<file path="src/flash_prot_cfg.svh">
// Constants of the flash write-protection and status block
`ifndef FLASH_PROT_CFG_SVH
`define FLASH_PROT_CFG_SVH

// Clock and timing
`define REF_CLK_PERIOD_PS   4000
`define SR_WRITE_TIME_NS    1000
`define SR_WRITE_CYCLES     ((`SR_WRITE_TIME_NS * 1000 + `REF_CLK_PERIOD_PS - 1) / `REF_CLK_PERIOD_PS)

// Command codes
`define CMD_SET_WRITE_LATCH   8'h06
`define CMD_CLR_WRITE_LATCH   8'h04
`define CMD_READ_STATUS_LO    8'h05
`define CMD_READ_STATUS_HI    8'h35
`define CMD_STATUS_WRITE      8'h01
`define CMD_PAGE_PROGRAM      8'h02
`define CMD_QUAD_PROGRAM      8'h32
`define CMD_SECTOR_ERASE      8'h20
`define CMD_BLOCK_ERASE_32K   8'h52
`define CMD_BLOCK_ERASE_64K   8'hD8
`define CMD_CHIP_ERASE_A      8'h60
`define CMD_CHIP_ERASE_B      8'hC7
`define CMD_SUSPEND           8'h75
`define CMD_RESUME            8'h7A
`define CMD_DEEP_POWER_DOWN   8'hB9
`define CMD_RELEASE_PD        8'hAB
`define CMD_SEC_ERASE         8'h44
`define CMD_SEC_PROGRAM       8'h42
`define CMD_QUAD_OUT_READ     8'h6B
`define CMD_QUAD_IO_READ      8'hEB
`define CMD_QUAD_WORD_READ    8'hE7

// Status word field positions
`define ST_BUSY        0
`define ST_WRITE_LATCH 1
`define ST_GUARD_LO    2
`define ST_GUARD_HI    6
`define ST_LOCK        7
`define ST_QUAD        9
`define ST_SEC_LOCK    10
`define ST_INVERT      14
`define ST_SUSPENDED   15

// Factory value of the non-volatile fields
`define STATUS_RESET   16'h0000

`endif

</file>
<file path="src/flash_prot_pkg.sv">
// Types of the flash write-protection and status block
package flash_prot_pkg;

  // Gray coded in listed order; ST_IDLE and ST_BUSY_ARR differ in both bits
  typedef enum logic [1:0] {
    ST_IDLE      = 2'b00,
    ST_BUSY_SR   = 2'b01,
    ST_BUSY_ARR  = 2'b11,
    ST_SUSPENDED = 2'b10
  } wr_state_t;

endpackage : flash_prot_pkg

</file>
<file path="src/flash_write_protect.sv">
// Write-protection and status logic of a serial NOR flash
//
// Contract
// RULE1 - Set-write-latch command sets the write latch
// RULE2 - Latch clears at reset, disable, writes completing
// RULE3 - Deep power-down ignores all but release
// RULE4 - Lock bit plus low pin refuses status writes
// RULE5 - Lock bit zero: status write needs latch
// RULE6 - Lock bit plus high pin: writable after latch
// RULE7 - Guard bits only via unlocked status write
// RULE8 - Program/erase inside guarded area is rejected
// RULE9 - Top guard zero: fractions of 64KB blocks
// RULE10 - Top guard one: 4-32KB top/bottom regions
// RULE11 - Invert bit at 14 complements guarded area
// RULE12 - Chip erase only with uniform guard code
// RULE13 - Busy flag in bit 0 during operations
// RULE14 - Write latch in bit 1; zero refuses writes
// RULE15 - Lock at 7, guards 6..2, reserved bits
// RULE16 - Quad bit at 9 turns pins into lanes
// RULE17 - Host avoids quad bit with tied pins
// RULE18 - Security lock bit at 10 is one-time
// RULE19 - Suspended bit at 15: set 75H, clear 7AH
// RULE20 - Quad reads honoured only with quad bit
// RULE21 - Write commands must end on byte boundary
// RULE22 - Reserved bits read zero, ignore writes
`include "flash_prot_cfg.svh"
`timescale 1ns/1ps
`default_nettype none

module flash_write_protect
  import flash_prot_pkg::*;
#(
  parameter int SR_WRITE_CYCLES = `SR_WRITE_CYCLES
)(
  input  wire logic        REF_CLK,
  input  wire logic        RESET,
  input  wire logic        SCLK,
  input  wire logic        CS_N,
  input  wire logic        SI,
  input  wire logic        WP_N,
  input  wire logic        ARRAY_OP_DONE,
  output logic             SO,
  output logic             SO_OE,
  output logic             ARRAY_OP_START,
  output logic [7:0]       ARRAY_OP_CODE,
  output logic [23:0]      ARRAY_OP_ADDR,
  output logic             ARRAY_SUSPEND,
  output logic             QUAD_EN,
  output logic             QUAD_READ_OK,
  output logic             SEC_REGS_RO,
  output logic             DEEP_POWER_DOWN,
  output logic [15:0]      STATUS_WORD
);

  // Guarded-area decode for a 2MB array
  function automatic logic area_guarded(input logic [20:0] a, input logic [4:0] bp,
                                        input logic cmp);
    logic       hit;
    logic [5:0] n;
    logic [9:0] k;
    hit = 1'b0;
    n   = 6'h10;
    k   = 10'h008;
    case (bp[2:0])
      3'h1: begin n = 6'h1F; k = 10'h001; end
      3'h2: begin n = 6'h1E; k = 10'h002; end
      3'h3: begin n = 6'h1C; k = 10'h004; end
      3'h4: begin n = 6'h18; k = 10'h008; end
      default: begin n = 6'h10; k = 10'h008; end
    endcase
    if (bp[2:0] == 3'h0)
      hit = 1'b1;                                          // RULE10
    else if (bp[2:1] == 2'b11)
      hit = 1'b0;                                          // RULE10
    else if (!bp[4])
    begin
      if (!bp[3])
        hit = ({1'b0, a[20:16]} < n);                      // RULE9
      else
        hit = ({1'b0, a[20:16]} >= (6'h20 - n));           // RULE9
    end
    else
    begin
      if (!bp[3])
        hit = ({1'b0, a[20:12]} >= (10'h200 - k));         // RULE10
      else
        hit = ({1'b0, a[20:12]} < k);                      // RULE10
    end
    return hit ^ cmp;                                      // RULE11
  endfunction : area_guarded

  // Pin synchronisers; first stage feeds only the second
  logic sclk_s1_r, sclk_s2_r, sclk_s3_r;
  logic cs_s1_r, cs_s2_r, cs_s3_r;
  logic si_s1_r, si_s2_r;
  logic wp_s1_r, wp_s2_r;

  always_ff @(posedge REF_CLK)
  begin
    if (RESET)
    begin
      sclk_s1_r <= 1'b0;
      sclk_s2_r <= 1'b0;
      sclk_s3_r <= 1'b0;
      cs_s1_r   <= 1'b1;
      cs_s2_r   <= 1'b1;
      cs_s3_r   <= 1'b1;
      si_s1_r   <= 1'b0;
      si_s2_r   <= 1'b0;
      wp_s1_r   <= 1'b1;
      wp_s2_r   <= 1'b1;
    end
    else
    begin
      sclk_s1_r <= SCLK;
      sclk_s2_r <= sclk_s1_r;
      sclk_s3_r <= sclk_s2_r;
      cs_s1_r   <= CS_N;
      cs_s2_r   <= cs_s1_r;
      cs_s3_r   <= cs_s2_r;
      si_s1_r   <= SI;
      si_s2_r   <= si_s1_r;
      wp_s1_r   <= WP_N;
      wp_s2_r   <= wp_s1_r;
    end
  end

  // Frame and protection state
  wr_state_t   state_r, state_nxt;
  logic [15:0] timer_r, timer_nxt;
  logic        wel_r, wel_nxt;
  logic [4:0]  bp_r, bp_nxt;
  logic        srp_r, srp_nxt, qe_r, qe_nxt, lb_r, lb_nxt;
  logic        cmp_r, cmp_nxt, sus_r, sus_nxt, dpd_r, dpd_nxt;
  logic [7:0]  sh_r, sh_nxt, op_r, op_nxt, out_r, out_nxt;
  logic [23:0] addr_r, addr_nxt;
  logic [15:0] wdat_r, wdat_nxt;
  logic [2:0]  bit_r, bit_nxt, byte_r, byte_nxt;
  logic        rd_r, rd_nxt, so_r, so_nxt, so_oe_r, so_oe_nxt;
  logic        start_r, start_nxt;
  logic [7:0]  acode_r, acode_nxt;
  logic [23:0] aaddr_r, aaddr_nxt;
  logic        qrd_r, qrd_nxt;

  logic        sclk_rise, sclk_fall, cs_rise, frame_ok, busy, hw_lock, wp_level;
  logic [7:0]  byte_in;
  logic [15:0] status;

  // Pins act as data lanes once the quad bit is set
  assign wp_level  = qe_r ? 1'b1 : wp_s2_r;                // RULE16
  assign hw_lock   = srp_r && !wp_level;                   // RULE4 RULE6
  // Both busy states share bit 0 of the Gray code, so busy is a plain register bit
  assign busy      = state_r[0];
  assign sclk_rise = sclk_s2_r && !sclk_s3_r && !cs_s2_r;
  assign sclk_fall = !sclk_s2_r && sclk_s3_r && !cs_s2_r;
  assign cs_rise   = cs_s2_r && !cs_s3_r;
  assign frame_ok  = (bit_r == 3'h0) && (byte_r != 3'h0);  // RULE21
  assign byte_in   = {sh_r[6:0], si_s2_r};
  // Reserved positions are constant zero
  assign status    = {sus_r, cmp_r, 3'b000, lb_r, qe_r, 1'b0,
                      srp_r, bp_r, wel_r, busy};           // RULE13 RULE14 RULE15 RULE22

  // Next-state logic: serial shifting, status readout, command execution
  always_comb
  begin
    state_nxt = state_r;
    timer_nxt = timer_r;
    wel_nxt   = wel_r;
    bp_nxt    = bp_r;
    srp_nxt   = srp_r;
    qe_nxt    = qe_r;
    lb_nxt    = lb_r;
    cmp_nxt   = cmp_r;
    sus_nxt   = sus_r;
    dpd_nxt   = dpd_r;
    sh_nxt    = sh_r;
    op_nxt    = op_r;
    out_nxt   = out_r;
    addr_nxt  = addr_r;
    wdat_nxt  = wdat_r;
    bit_nxt   = bit_r;
    byte_nxt  = byte_r;
    rd_nxt    = rd_r;
    so_nxt    = so_r;
    so_oe_nxt = so_oe_r;
    start_nxt = 1'b0;
    acode_nxt = acode_r;
    aaddr_nxt = aaddr_r;
    qrd_nxt   = qrd_r;

    // Capture a bit on each serial rising edge
    if (sclk_rise)
    begin
      sh_nxt  = byte_in;
      bit_nxt = bit_r + 3'h1;
      if (bit_r == 3'h7)
      begin
        if (byte_r != 3'h7)
          byte_nxt = byte_r + 3'h1;
        case (byte_r)
          3'h0: op_nxt = byte_in;
          3'h1: begin addr_nxt[23:16] = byte_in; wdat_nxt[7:0] = byte_in; end
          3'h2: begin addr_nxt[15:8] = byte_in; wdat_nxt[15:8] = byte_in; end
          3'h3: addr_nxt[7:0] = byte_in;
          default: ;
        endcase
        // Status readout, continuous while the frame lasts
        if (byte_r == 3'h0 && !dpd_r)                      // RULE3
          rd_nxt = (byte_in == `CMD_READ_STATUS_LO) || (byte_in == `CMD_READ_STATUS_HI);
        if (byte_r == 3'h0 ? (byte_in == `CMD_READ_STATUS_HI) : (op_r == `CMD_READ_STATUS_HI))
          out_nxt = status[15:8];
        else
          out_nxt = status[7:0];
        // Quad reads go to the datapath only with lanes enabled
        if (byte_r == 3'h0 && !dpd_r && (byte_in == `CMD_QUAD_OUT_READ ||
            byte_in == `CMD_QUAD_IO_READ || byte_in == `CMD_QUAD_WORD_READ))
          qrd_nxt = qe_r;                                  // RULE20
      end
    end

    // Shift readout on falling edges so the host samples on rising
    if (sclk_fall && rd_r)
    begin
      so_nxt    = out_r[7];
      so_oe_nxt = 1'b1;
      out_nxt   = {out_r[6:0], 1'b0};
    end

    // Chip deselected: frame state returns to idle
    if (cs_s2_r)
    begin
      bit_nxt   = 3'h0;
      byte_nxt  = 3'h0;
      rd_nxt    = 1'b0;
      so_oe_nxt = 1'b0;
      qrd_nxt   = 1'b0;
    end

    // Execute on chip-select release
    if (cs_rise)
    begin
      if (dpd_r)
      begin
        if (op_r == `CMD_RELEASE_PD && byte_r != 3'h0)
          dpd_nxt = 1'b0;                                  // RULE3
      end
      else if (frame_ok)
      begin
        case (op_r)
          `CMD_SET_WRITE_LATCH: if (state_r == ST_IDLE) wel_nxt = 1'b1;   // RULE1
          `CMD_CLR_WRITE_LATCH: if (state_r == ST_IDLE) wel_nxt = 1'b0;   // RULE2
          `CMD_STATUS_WRITE:
            if (state_r == ST_IDLE && wel_r && !hw_lock && byte_r >= 3'h2) // RULE4 RULE5 RULE6
            begin
              bp_nxt  = wdat_r[`ST_GUARD_HI:`ST_GUARD_LO];                // RULE7
              srp_nxt = wdat_r[`ST_LOCK];
              if (byte_r >= 3'h3)
              begin
                qe_nxt  = wdat_r[`ST_QUAD];                               // RULE16
                lb_nxt  = lb_r | wdat_r[`ST_SEC_LOCK];                    // RULE18
                cmp_nxt = wdat_r[`ST_INVERT];                             // RULE11
              end
              state_nxt = ST_BUSY_SR;                                     // RULE13
              timer_nxt = 16'(SR_WRITE_CYCLES);
            end
          `CMD_PAGE_PROGRAM, `CMD_QUAD_PROGRAM, `CMD_SECTOR_ERASE,
          `CMD_BLOCK_ERASE_32K, `CMD_BLOCK_ERASE_64K:
            if (state_r == ST_IDLE && wel_r && byte_r >= 3'h4 &&           // RULE14
                !(op_r[1] && !op_r[4] && byte_r < 3'h5) &&
                !area_guarded(addr_r[20:0], bp_r, cmp_r))                 // RULE8
            begin
              start_nxt = 1'b1;
              state_nxt = ST_BUSY_ARR;
            end
          `CMD_CHIP_ERASE_A, `CMD_CHIP_ERASE_B:
            if (state_r == ST_IDLE && wel_r &&
                ((bp_r[2:0] == 3'h0 && !cmp_r) || (bp_r[2:0] == 3'h7 && cmp_r))) // RULE12
            begin
              start_nxt = 1'b1;
              state_nxt = ST_BUSY_ARR;
            end
          `CMD_SEC_ERASE, `CMD_SEC_PROGRAM:
            if (state_r == ST_IDLE && wel_r && !lb_r && byte_r >= 3'h4)   // RULE18
            begin
              start_nxt = 1'b1;
              state_nxt = ST_BUSY_ARR;
            end
          `CMD_SUSPEND:
            if (state_r == ST_BUSY_ARR)
            begin
              state_nxt = ST_SUSPENDED;
              sus_nxt   = 1'b1;                                           // RULE19
            end
          `CMD_RESUME:
            if (state_r == ST_SUSPENDED)
            begin
              state_nxt = ST_BUSY_ARR;
              sus_nxt   = 1'b0;                                           // RULE19
            end
          `CMD_DEEP_POWER_DOWN: if (state_r == ST_IDLE) dpd_nxt = 1'b1;
          default: ;
        endcase
        if (start_nxt)
        begin
          acode_nxt = op_r;
          aaddr_nxt = addr_r;
        end
      end
    end

    // Operation completion; the latch drops with the busy flag
    case (state_r)
      ST_BUSY_SR:
        if (timer_r <= 16'h0001)
        begin
          state_nxt = ST_IDLE;
          wel_nxt   = 1'b0;                                // RULE2
          timer_nxt = 16'h0000;
        end
        else
          timer_nxt = timer_r - 16'h0001;
      ST_BUSY_ARR:
        if (ARRAY_OP_DONE && !start_r)
        begin
          state_nxt = ST_IDLE;
          wel_nxt   = 1'b0;                                // RULE2
        end
      ST_IDLE, ST_SUSPENDED: ;
      default: state_nxt = ST_IDLE;
    endcase
  end

  // State registers; non-volatile fields take the factory value at reset
  always_ff @(posedge REF_CLK)
  begin
    if (RESET)
    begin
      state_r <= ST_IDLE;
      timer_r <= 16'h0000;
      wel_r   <= 1'b0;                                     // RULE2
      bp_r    <= 5'h00;
      srp_r   <= 1'b0;
      qe_r    <= 1'b0;
      lb_r    <= 1'b0;
      cmp_r   <= 1'b0;
      sus_r   <= 1'b0;                                     // RULE19
      dpd_r   <= 1'b0;
      sh_r    <= 8'h00;
      op_r    <= 8'h00;
      out_r   <= 8'h00;
      addr_r  <= 24'h000000;
      wdat_r  <= 16'h0000;
      bit_r   <= 3'h0;
      byte_r  <= 3'h0;
      rd_r    <= 1'b0;
      so_r    <= 1'b0;
      so_oe_r <= 1'b0;
      start_r <= 1'b0;
      acode_r <= 8'h00;
      aaddr_r <= 24'h000000;
      qrd_r   <= 1'b0;
    end
    else
    begin
      state_r <= state_nxt;
      timer_r <= timer_nxt;
      wel_r   <= wel_nxt;
      bp_r    <= bp_nxt;
      srp_r   <= srp_nxt;
      qe_r    <= qe_nxt;
      lb_r    <= lb_nxt;
      cmp_r   <= cmp_nxt;
      sus_r   <= sus_nxt;
      dpd_r   <= dpd_nxt;
      sh_r    <= sh_nxt;
      op_r    <= op_nxt;
      out_r   <= out_nxt;
      addr_r  <= addr_nxt;
      wdat_r  <= wdat_nxt;
      bit_r   <= bit_nxt;
      byte_r  <= byte_nxt;
      rd_r    <= rd_nxt;
      so_r    <= so_nxt;
      so_oe_r <= so_oe_nxt;
      start_r <= start_nxt;
      acode_r <= acode_nxt;
      aaddr_r <= aaddr_nxt;
      qrd_r   <= qrd_nxt;
    end
  end

  // Outputs straight from flip-flops
  assign SO              = so_r;
  assign SO_OE           = so_oe_r;
  assign ARRAY_OP_START  = start_r;
  assign ARRAY_OP_CODE   = acode_r;
  assign ARRAY_OP_ADDR   = aaddr_r;
  assign ARRAY_SUSPEND   = sus_r;
  assign QUAD_EN         = qe_r;
  assign QUAD_READ_OK    = qrd_r;
  assign SEC_REGS_RO     = lb_r;
  assign DEEP_POWER_DOWN = dpd_r;
  assign STATUS_WORD     = status;

endmodule : flash_write_protect

`default_nettype wire

</file>
<file path="config.mk">
export PLATFORM = sky130hd
export DESIGN_NAME = flash_write_protect
export DESIGN_NICKNAME = d
export VERILOG_FILES = /design/src/flash_prot_pkg.sv /design/src/flash_write_protect.sv
export VERILOG_INCLUDE_DIRS = /design/src
export SDC_FILE = /design/constraint.sdc
export NUM_CORES = 1
export LEC_CHECK = 0
export ABC_AREA = 1
export CAP_MARGIN = 20
export CORE_UTILIZATION = 25
export CTS_CLUSTER_DIAMETER = 120
export DETAILED_ROUTE_END_ITERATION = 8
export DONT_BUFFER_PORTS = 1
export SLEW_MARGIN = 5
export SYNTH_ARGS = -nofsm -noshare
export SYNTH_HDL_FRONTEND = slang
export SYNTH_SLANG_ARGS = --single-unit
</file>
<file path="constraint.sdc">
create_clock -name REF_CLK -period 4.15 [get_ports REF_CLK]
set_input_delay 0.83 -clock REF_CLK [delete_from_list [all_inputs] [get_ports REF_CLK]]
set_output_delay 0.83 -clock REF_CLK [all_outputs]
set_load 0.02 [all_outputs]
</file>
# Yosys cells after proc, flatten, opt, wreduce, memory -nomap -nowiden
# Index checks and enable logic that the tools add are counted.
# word_totals
ff_bits	130
output_inout_bits	56
# op_classes
addsub	5
order_cmp	9
eq_ne	39
mux	69
bitwise	5
n_reduce_logical	74
# ops
op	n
$mux W16	7
$eq A8 B7 Y1 const B	7
$eq A8 B8 Y1 const B	6
$mux W10	4
$eq A8 B6 Y1 const B	4
$mux W8	4
$mux W1	31
$logic_and A1 B1 Y1	25
$eq A8 B3 Y1 const B	3
$mux W6	4
$mux W2	11
$reduce_and A3 Y1	7
$le A16 B1 Y1 const B	1
$pmux W4 S4	1
$sub A16 B1 Y16 const B	1
$reduce_bool A2 Y1	7
$logic_not A1 Y1	13
$eq A3 B2 Y1 const B	4
$pmux W2 S6	1
$pmux W4 S3	1
$reduce_and A6 Y1	2
$ge A9 B10 Y1	1
$lt A9 B10 Y1	1
$reduce_and A5 Y1	2
other kinds (32)	53

# Logic depth before layout (Yosys ltp)
# depth
depth_word	26
mapped_depth	26
ltp_nobuf	24

# Least setup slack after synthesis
# Ideal clock, no wire load.
# synth_timing
kind	register to register
from	register bp_r[0]
to	register aaddr_r[5] (netlist: ARRAY_OP_ADDR[5])
setup_ps	115
arrival_ps	2932
required_time_ps	4035
path_slack_ps	1103
stages_incl_launch_ff	27
period_less_slack_ps	3047
cell_sequence	dfxtp_1 > inv_1 > nor3_1 > inv_1 > nand2_1 > inv_1 > ha_1 > xor2_1 > ha_1 > nand2_1 > inv_1 > nand4_1 > nand3_1 > nand2_1 > nand3_1 > o21ai_0 > inv_1 > nand2_1 > nand2_1 > nand2_1 > nand3_2 > nand2_2 > buf_6 > buf_6 > nand3_2 > nand2_1 > nor2_1
# synth_between
elab_chain_len	25
# synth_lines
element	line	rtl
start, declared	flash_write_protect.sv:132	logic [4:0] bp_r, bp_nxt;
start signal, assigned	flash_write_protect.sv:368	bp_r <= bp_nxt;
$eq A3 B2 Y1, or another cell as far along	flash_write_protect.sv:64	case (bp[2:0])
$pmux W4 S3 / $pmux W4 S4 (equally long branches)	flash_write_protect.sv:64	
$mux W10 / $mux W6 (equally long branches)	flash_write_protect.sv:249	case (op_r)
$mux W10 / $mux W6 (equally long branches)	flash_write_protect.sv:247	else if (frame_ok)
$mux W10 / $mux W6 (equally long branches)	flash_write_protect.sv:242	if (dpd_r)
$mux W10 / $mux W6 (equally long branches)	flash_write_protect.sv:240	if (cs_rise)
$sub A10 B10 Y10 / $sub A6 B6 Y6 (equally long branches)	flash_write_protect.sv:85, flash_write_protect.sv:80	
$ge A9 B10 Y1 / $ge A5 B6 Y1 (equally long branches)	flash_write_protect.sv:85, flash_write_protect.sv:80	
[9 not listed]	-	
$logic_not A1 Y1	flash_write_protect.sv:270	!area_guarded(addr_r[20:0], bp_r, cmp_r))
$logic_and A1 B1 Y1	flash_write_protect.sv:269	!(op_r[1] && !op_r[4] && byte_r < 3'h5) &&
$mux W1	flash_write_protect.sv:268	if (state_r == ST_IDLE && wel_r && byte_r >= 3'h4 &&
$pmux W1 S3 *	flash_write_protect.sv:249	
$mux W1 *	flash_write_protect.sv:247	
$mux W1 *	flash_write_protect.sv:242	
$mux W1 *	flash_write_protect.sv:240	
$reduce_and A4 Y1 (no source line) *	-	
end signal, assigned	flash_write_protect.sv:387	aaddr_r <= aaddr_nxt;
end, declared	flash_write_protect.sv:142	logic [23:0] aaddr_r, aaddr_nxt;
# Every way passes the cells marked *; elsewhere a longest branch is shown, timed or not. The select of a mux whose other input is x is not followed.
# A chain may end at the register's enable or synchronous reset.

# Final worst setup path
# layout_timing
from	register bp_r[2]
to	register aaddr_r[12] (netlist: ARRAY_OP_ADDR[12])
# The elaborated chain is that of the path after synthesis.

==> results.py <==
metrics = {
    "status": {
        "status": "completed",
    },
    "detailed_routing": {
        "wl_per_cell_um": 13.49,
        "viasPerCell": 4.565,
        "firstDrtPassIters": 6,
        "dr.first_iter.drc_count": 466,
        "final_antenna_net_count": 0,
        "wirelength_um": 16630,
        "via_count": 5629,
        "drc": 0,
    },
    "clock_tree": {
        "cts_root_buf": "clkbuf_16",
        "cts_setup_buffers": 0,
        "cts_inserted_buffers": 17,
        "clockBufferDepth": 2,
        "clk_pin_slew_ns": 0.06,
        "cts_tree": "done",
        "cts.sinks": 130,
        "clkLatencyLatePin_ns": 0.42,
        "hold_buffers": 0,
        "cts-resized-gates": 0,
        "cts_htree_levels": 4,
    },
    "place": {
        "dp_hpwl_um": 12120,
        "gp_congestion": 0.8449,
        "dp.cells": 1201,
        "portBuffers": 0,
    },
    "synthesis": {
        "synthDominantCellAreaShare": 0.3933,
        "netlist_area_um2": 6616,
        "ys.flop_type": "dfxtp_1",
        "synth_top_area_cell": "dfxtp_1",
        "synth.distinct_cells": 46,
        "synth-seq-area-share": 0.3933,
        "async_flop_share": 0,
        "synth_edf_count": 0,
        "ys_top_cells_by_area": "dfxtp_1, a21oi_1, nand2_1",
        "yosys_warnings": 0,
        "synthCells": 900,
        "avgSynthCellArea_um2": 7.351,
        "synth_seq_cells": 130,
    },
    "pwr": {
        "ir_drop_mv": 0.2742,
        "p_total_uw": 2753,
        "p_seq_frac": 0.457,
        "p_sw_uw": 643.3,
        "powerDensity_nw_per_um2": 370.6,
        "internal_power_uw": 2110,
        "switching_share": 0.2337,
        "combPwrFrac": 0.014,
        "p_leak_uw": 0.002845,
        "clockPowerShare": 0.529,
    },
    "flow_run": {
        "maxCapViolCount": 0,
    },
    "worst_setup_path": {
        "cp.depth": 24,
        "critical_path.top_delay_family": "simple AND/OR/NAND/NOR gates",
        "startpoint_type": "flop",
        "crit_arrival_ns": 3.88,
        "cp_max_fo": 38,
        "crit_chain": "nor3_1, inv_1, nand2_1, inv_1, ha_1, xor2_1, ha_1, nand2_1, inv_1, nand4_1, nand3_1, nand2_1, nand3_1, o21ai_0, inv_1, nand2_1, nand2_1, nand2_1, nand3_2, nand2_2, buf_12, nand3_2, nand2_1, nor2_1",
        "rr_worst_depth": 24,
        "r2r_slack_ns": 0.58,
        "r2r-end": "ARRAY_OP_ADDR[12]$_SDFFE_PP0P_",
        "slowest_stage": "dfxtp_1",
        "critPathKind": "flop to flop",
        "crit_buf_inv": 5,
        "critPathRequiredTime_ns": 4.46,
        "regToRegStartpoint": "bp_r[2]$_SDFFE_PP0P_",
        "end_kind": "flop",
        "crit_top_cell": "nand2_1",
        "critPathMaxStageDelay_ns": 0.46,
    },
    "grt": {
        "grt_pass1_vias": 5187,
        "grt_overflow": 0,
        "antenna_found_initial": 0,
        "grtUsageTotal": 0.1278,
        "grt_pass1_wl_um": 27070,
        "grt_max_degree": 68,
    },
    "layout": {
        "diodes": 0,
        "fillers": 2790,
        "nNetsFinal": 924,
        "layout_common_cells": "dfxtp_1, nand2_1, inv_1, a21oi_1, nor2_1",
        "drive_gt1_frac": 0.09688,
        "syn2layout_area_growth_pct": 12.27,
        "ff_latch_area_um2": 2603,
        "layout_commonest_cell": "dfxtp_1",
        "instances_no_fill": 1233,
        "multi_input_area_um2": 3292,
    },
    "sta": {
        "period_share": 0.8602,
        "rsz0062_at_grt": "no",
        "fin_crit_ns": 3.570,
        "skew_ns": 0.01127,
        "fin_hold_ws_ns": 0.4108,
        "worstMarginPinSlew_ns": 0.9186,
        "tns_ns": 0,
        "maxSlewViolCount": 0,
        "setup_viol": 0,
        "hold_viol": 0,
        "slew_headroom": 0.3853,
        "max_freq_mhz": 280.1,
    },
    "floorplan": {
        "die_w_um": 164.7,
        "die-area_um2": 27120,
        "die_h_um": 164.7,
        "placementRows": 59,
        "io-pin-count": 63,
        "initial_core_util": 0.2546,
        "core_um2": 25980,
    },
    "worst_hold_path": {
        "min_path_type": "flop to flop",
        "hp-start": "si_s1_r$_SDFF_PP0_",
        "hold_depth": 2,
        "min_to": "si_s2_r$_SDFF_PP0_",
    },
}
==> synthesized netlist by cell type, types with 11 or more instances <==
library cell / instances
ha_1: 32
buf_4: 12
nand3_1: 34
nor3_1: 14
a21oi_1: 112
o21ai_0: 68
nand2_1: 125
nor2_1: 107
nand3_2: 21
buf_2: 11
dfxtp_1: 130
nand4_1: 13
clkbuf_1: 17
inv_1: 118
a211oi_1: 11
==> how the worst max path moves through the flow <==
| stage | from | to | slack [ns] |
|---|---|---|---|
| 2_1_floorplan | bp_r[0]$_SDFFE_PP0P_ | ARRAY_OP_ADDR[5]$_SDFFE_PP0P_ | 1.10 |
| 4_1_cts | bp_r[2]$_SDFFE_PP0P_ | ARRAY_OP_ADDR[4]$_SDFFE_PP0P_ | 0.56 |
| 3_5_place_dp | bp_r[2]$_SDFFE_PP0P_ | ARRAY_OP_ADDR[4]$_SDFFE_PP0P_ | 0.57 |
| 6_report | bp_r[2]$_SDFFE_PP0P_ | ARRAY_OP_ADDR[12]$_SDFFE_PP0P_ | 0.58 |
| 5_1_grt | bp_r[2]$_SDFFE_PP0P_ | ARRAY_OP_ADDR[6]$_SDFFE_PP0P_ | 0.07 |
| 3_3_place_gp | bp_r[2]$_SDFFE_PP0P_ | ARRAY_OP_ADDR[4]$_SDFFE_PP0P_ | 0.64 |
==> state kept, by name, summed over array words and instances (netlist names), 2 cells and up <==
name           cells
ARRAY_OP_CODE      8
sh_r               7
bp_r               5
byte_r             3
addr_r            16
out_r              8
ARRAY_OP_ADDR     24
state_r            2
bit_r              3
op_r               8
timer_r           16
wdat_r             8
==> tightest hold or removal path, cell delays in order, from the launching register on <==
cell	delay, ns
dfxtp_1	0.30
inv_1	0.04
nor2_1	0.03
==> cell type report <==
type	instances	area share
multi-input combinational	604	0.4432
tap	335	0.05643
sequential	130	0.3503
timing repair buffer	9	0.01078
clock inverter	14	0.01937
clock buffer	18	0.05777
inverter	123	0.06215
==> through the flow <==
stage / utilization / instance area [um2] / worst slack [ns]
after CTS: 0.2859 / 7428 / 0.5638
after global routing: 0.2859 / 7428 / 0.06708
final: 0.2859 / 7428 / 0.5800
after global placement: 0.2638 / 6855 / 0.6446
after detailed placement: 0.2638 / 6855 / 0.5703
after floorplan: - / 6631 / 1.103
==> kinds of logic after synthesis <==
group                    synth area share
other                           0.0005668
AND/OR/NAND/NOR                    0.2419
flip-flops                         0.3933
AO/OA/AOI/OAI                      0.1791
XOR/XNOR                          0.01191
buffers and inverters              0.1127
adder cells (fa/ha/maj)           0.06051
==> per-layer routing <==
layer,part of all wire,track usage,vias up
li1,-,-,2921
met1,0.48,0.1691,2577
met2,0.45,0.1960,115
met3,0.062,0.03692,16
met4,0.013,0.04587,0
met5,0,0,-
==> power by group through the flow <==
stage                     sequential (uW)  clock (uW)  combinational [uW]
after floorplan                      1280           0                40.3
after global placement               1290           0                38.3
after detailed placement             1290           0                38.6
after CTS                            1260        1490                38.7
after global routing                 1260        1550                44.1
final                                1260        1460                38.2
Power figures use the tool's default switching activity.
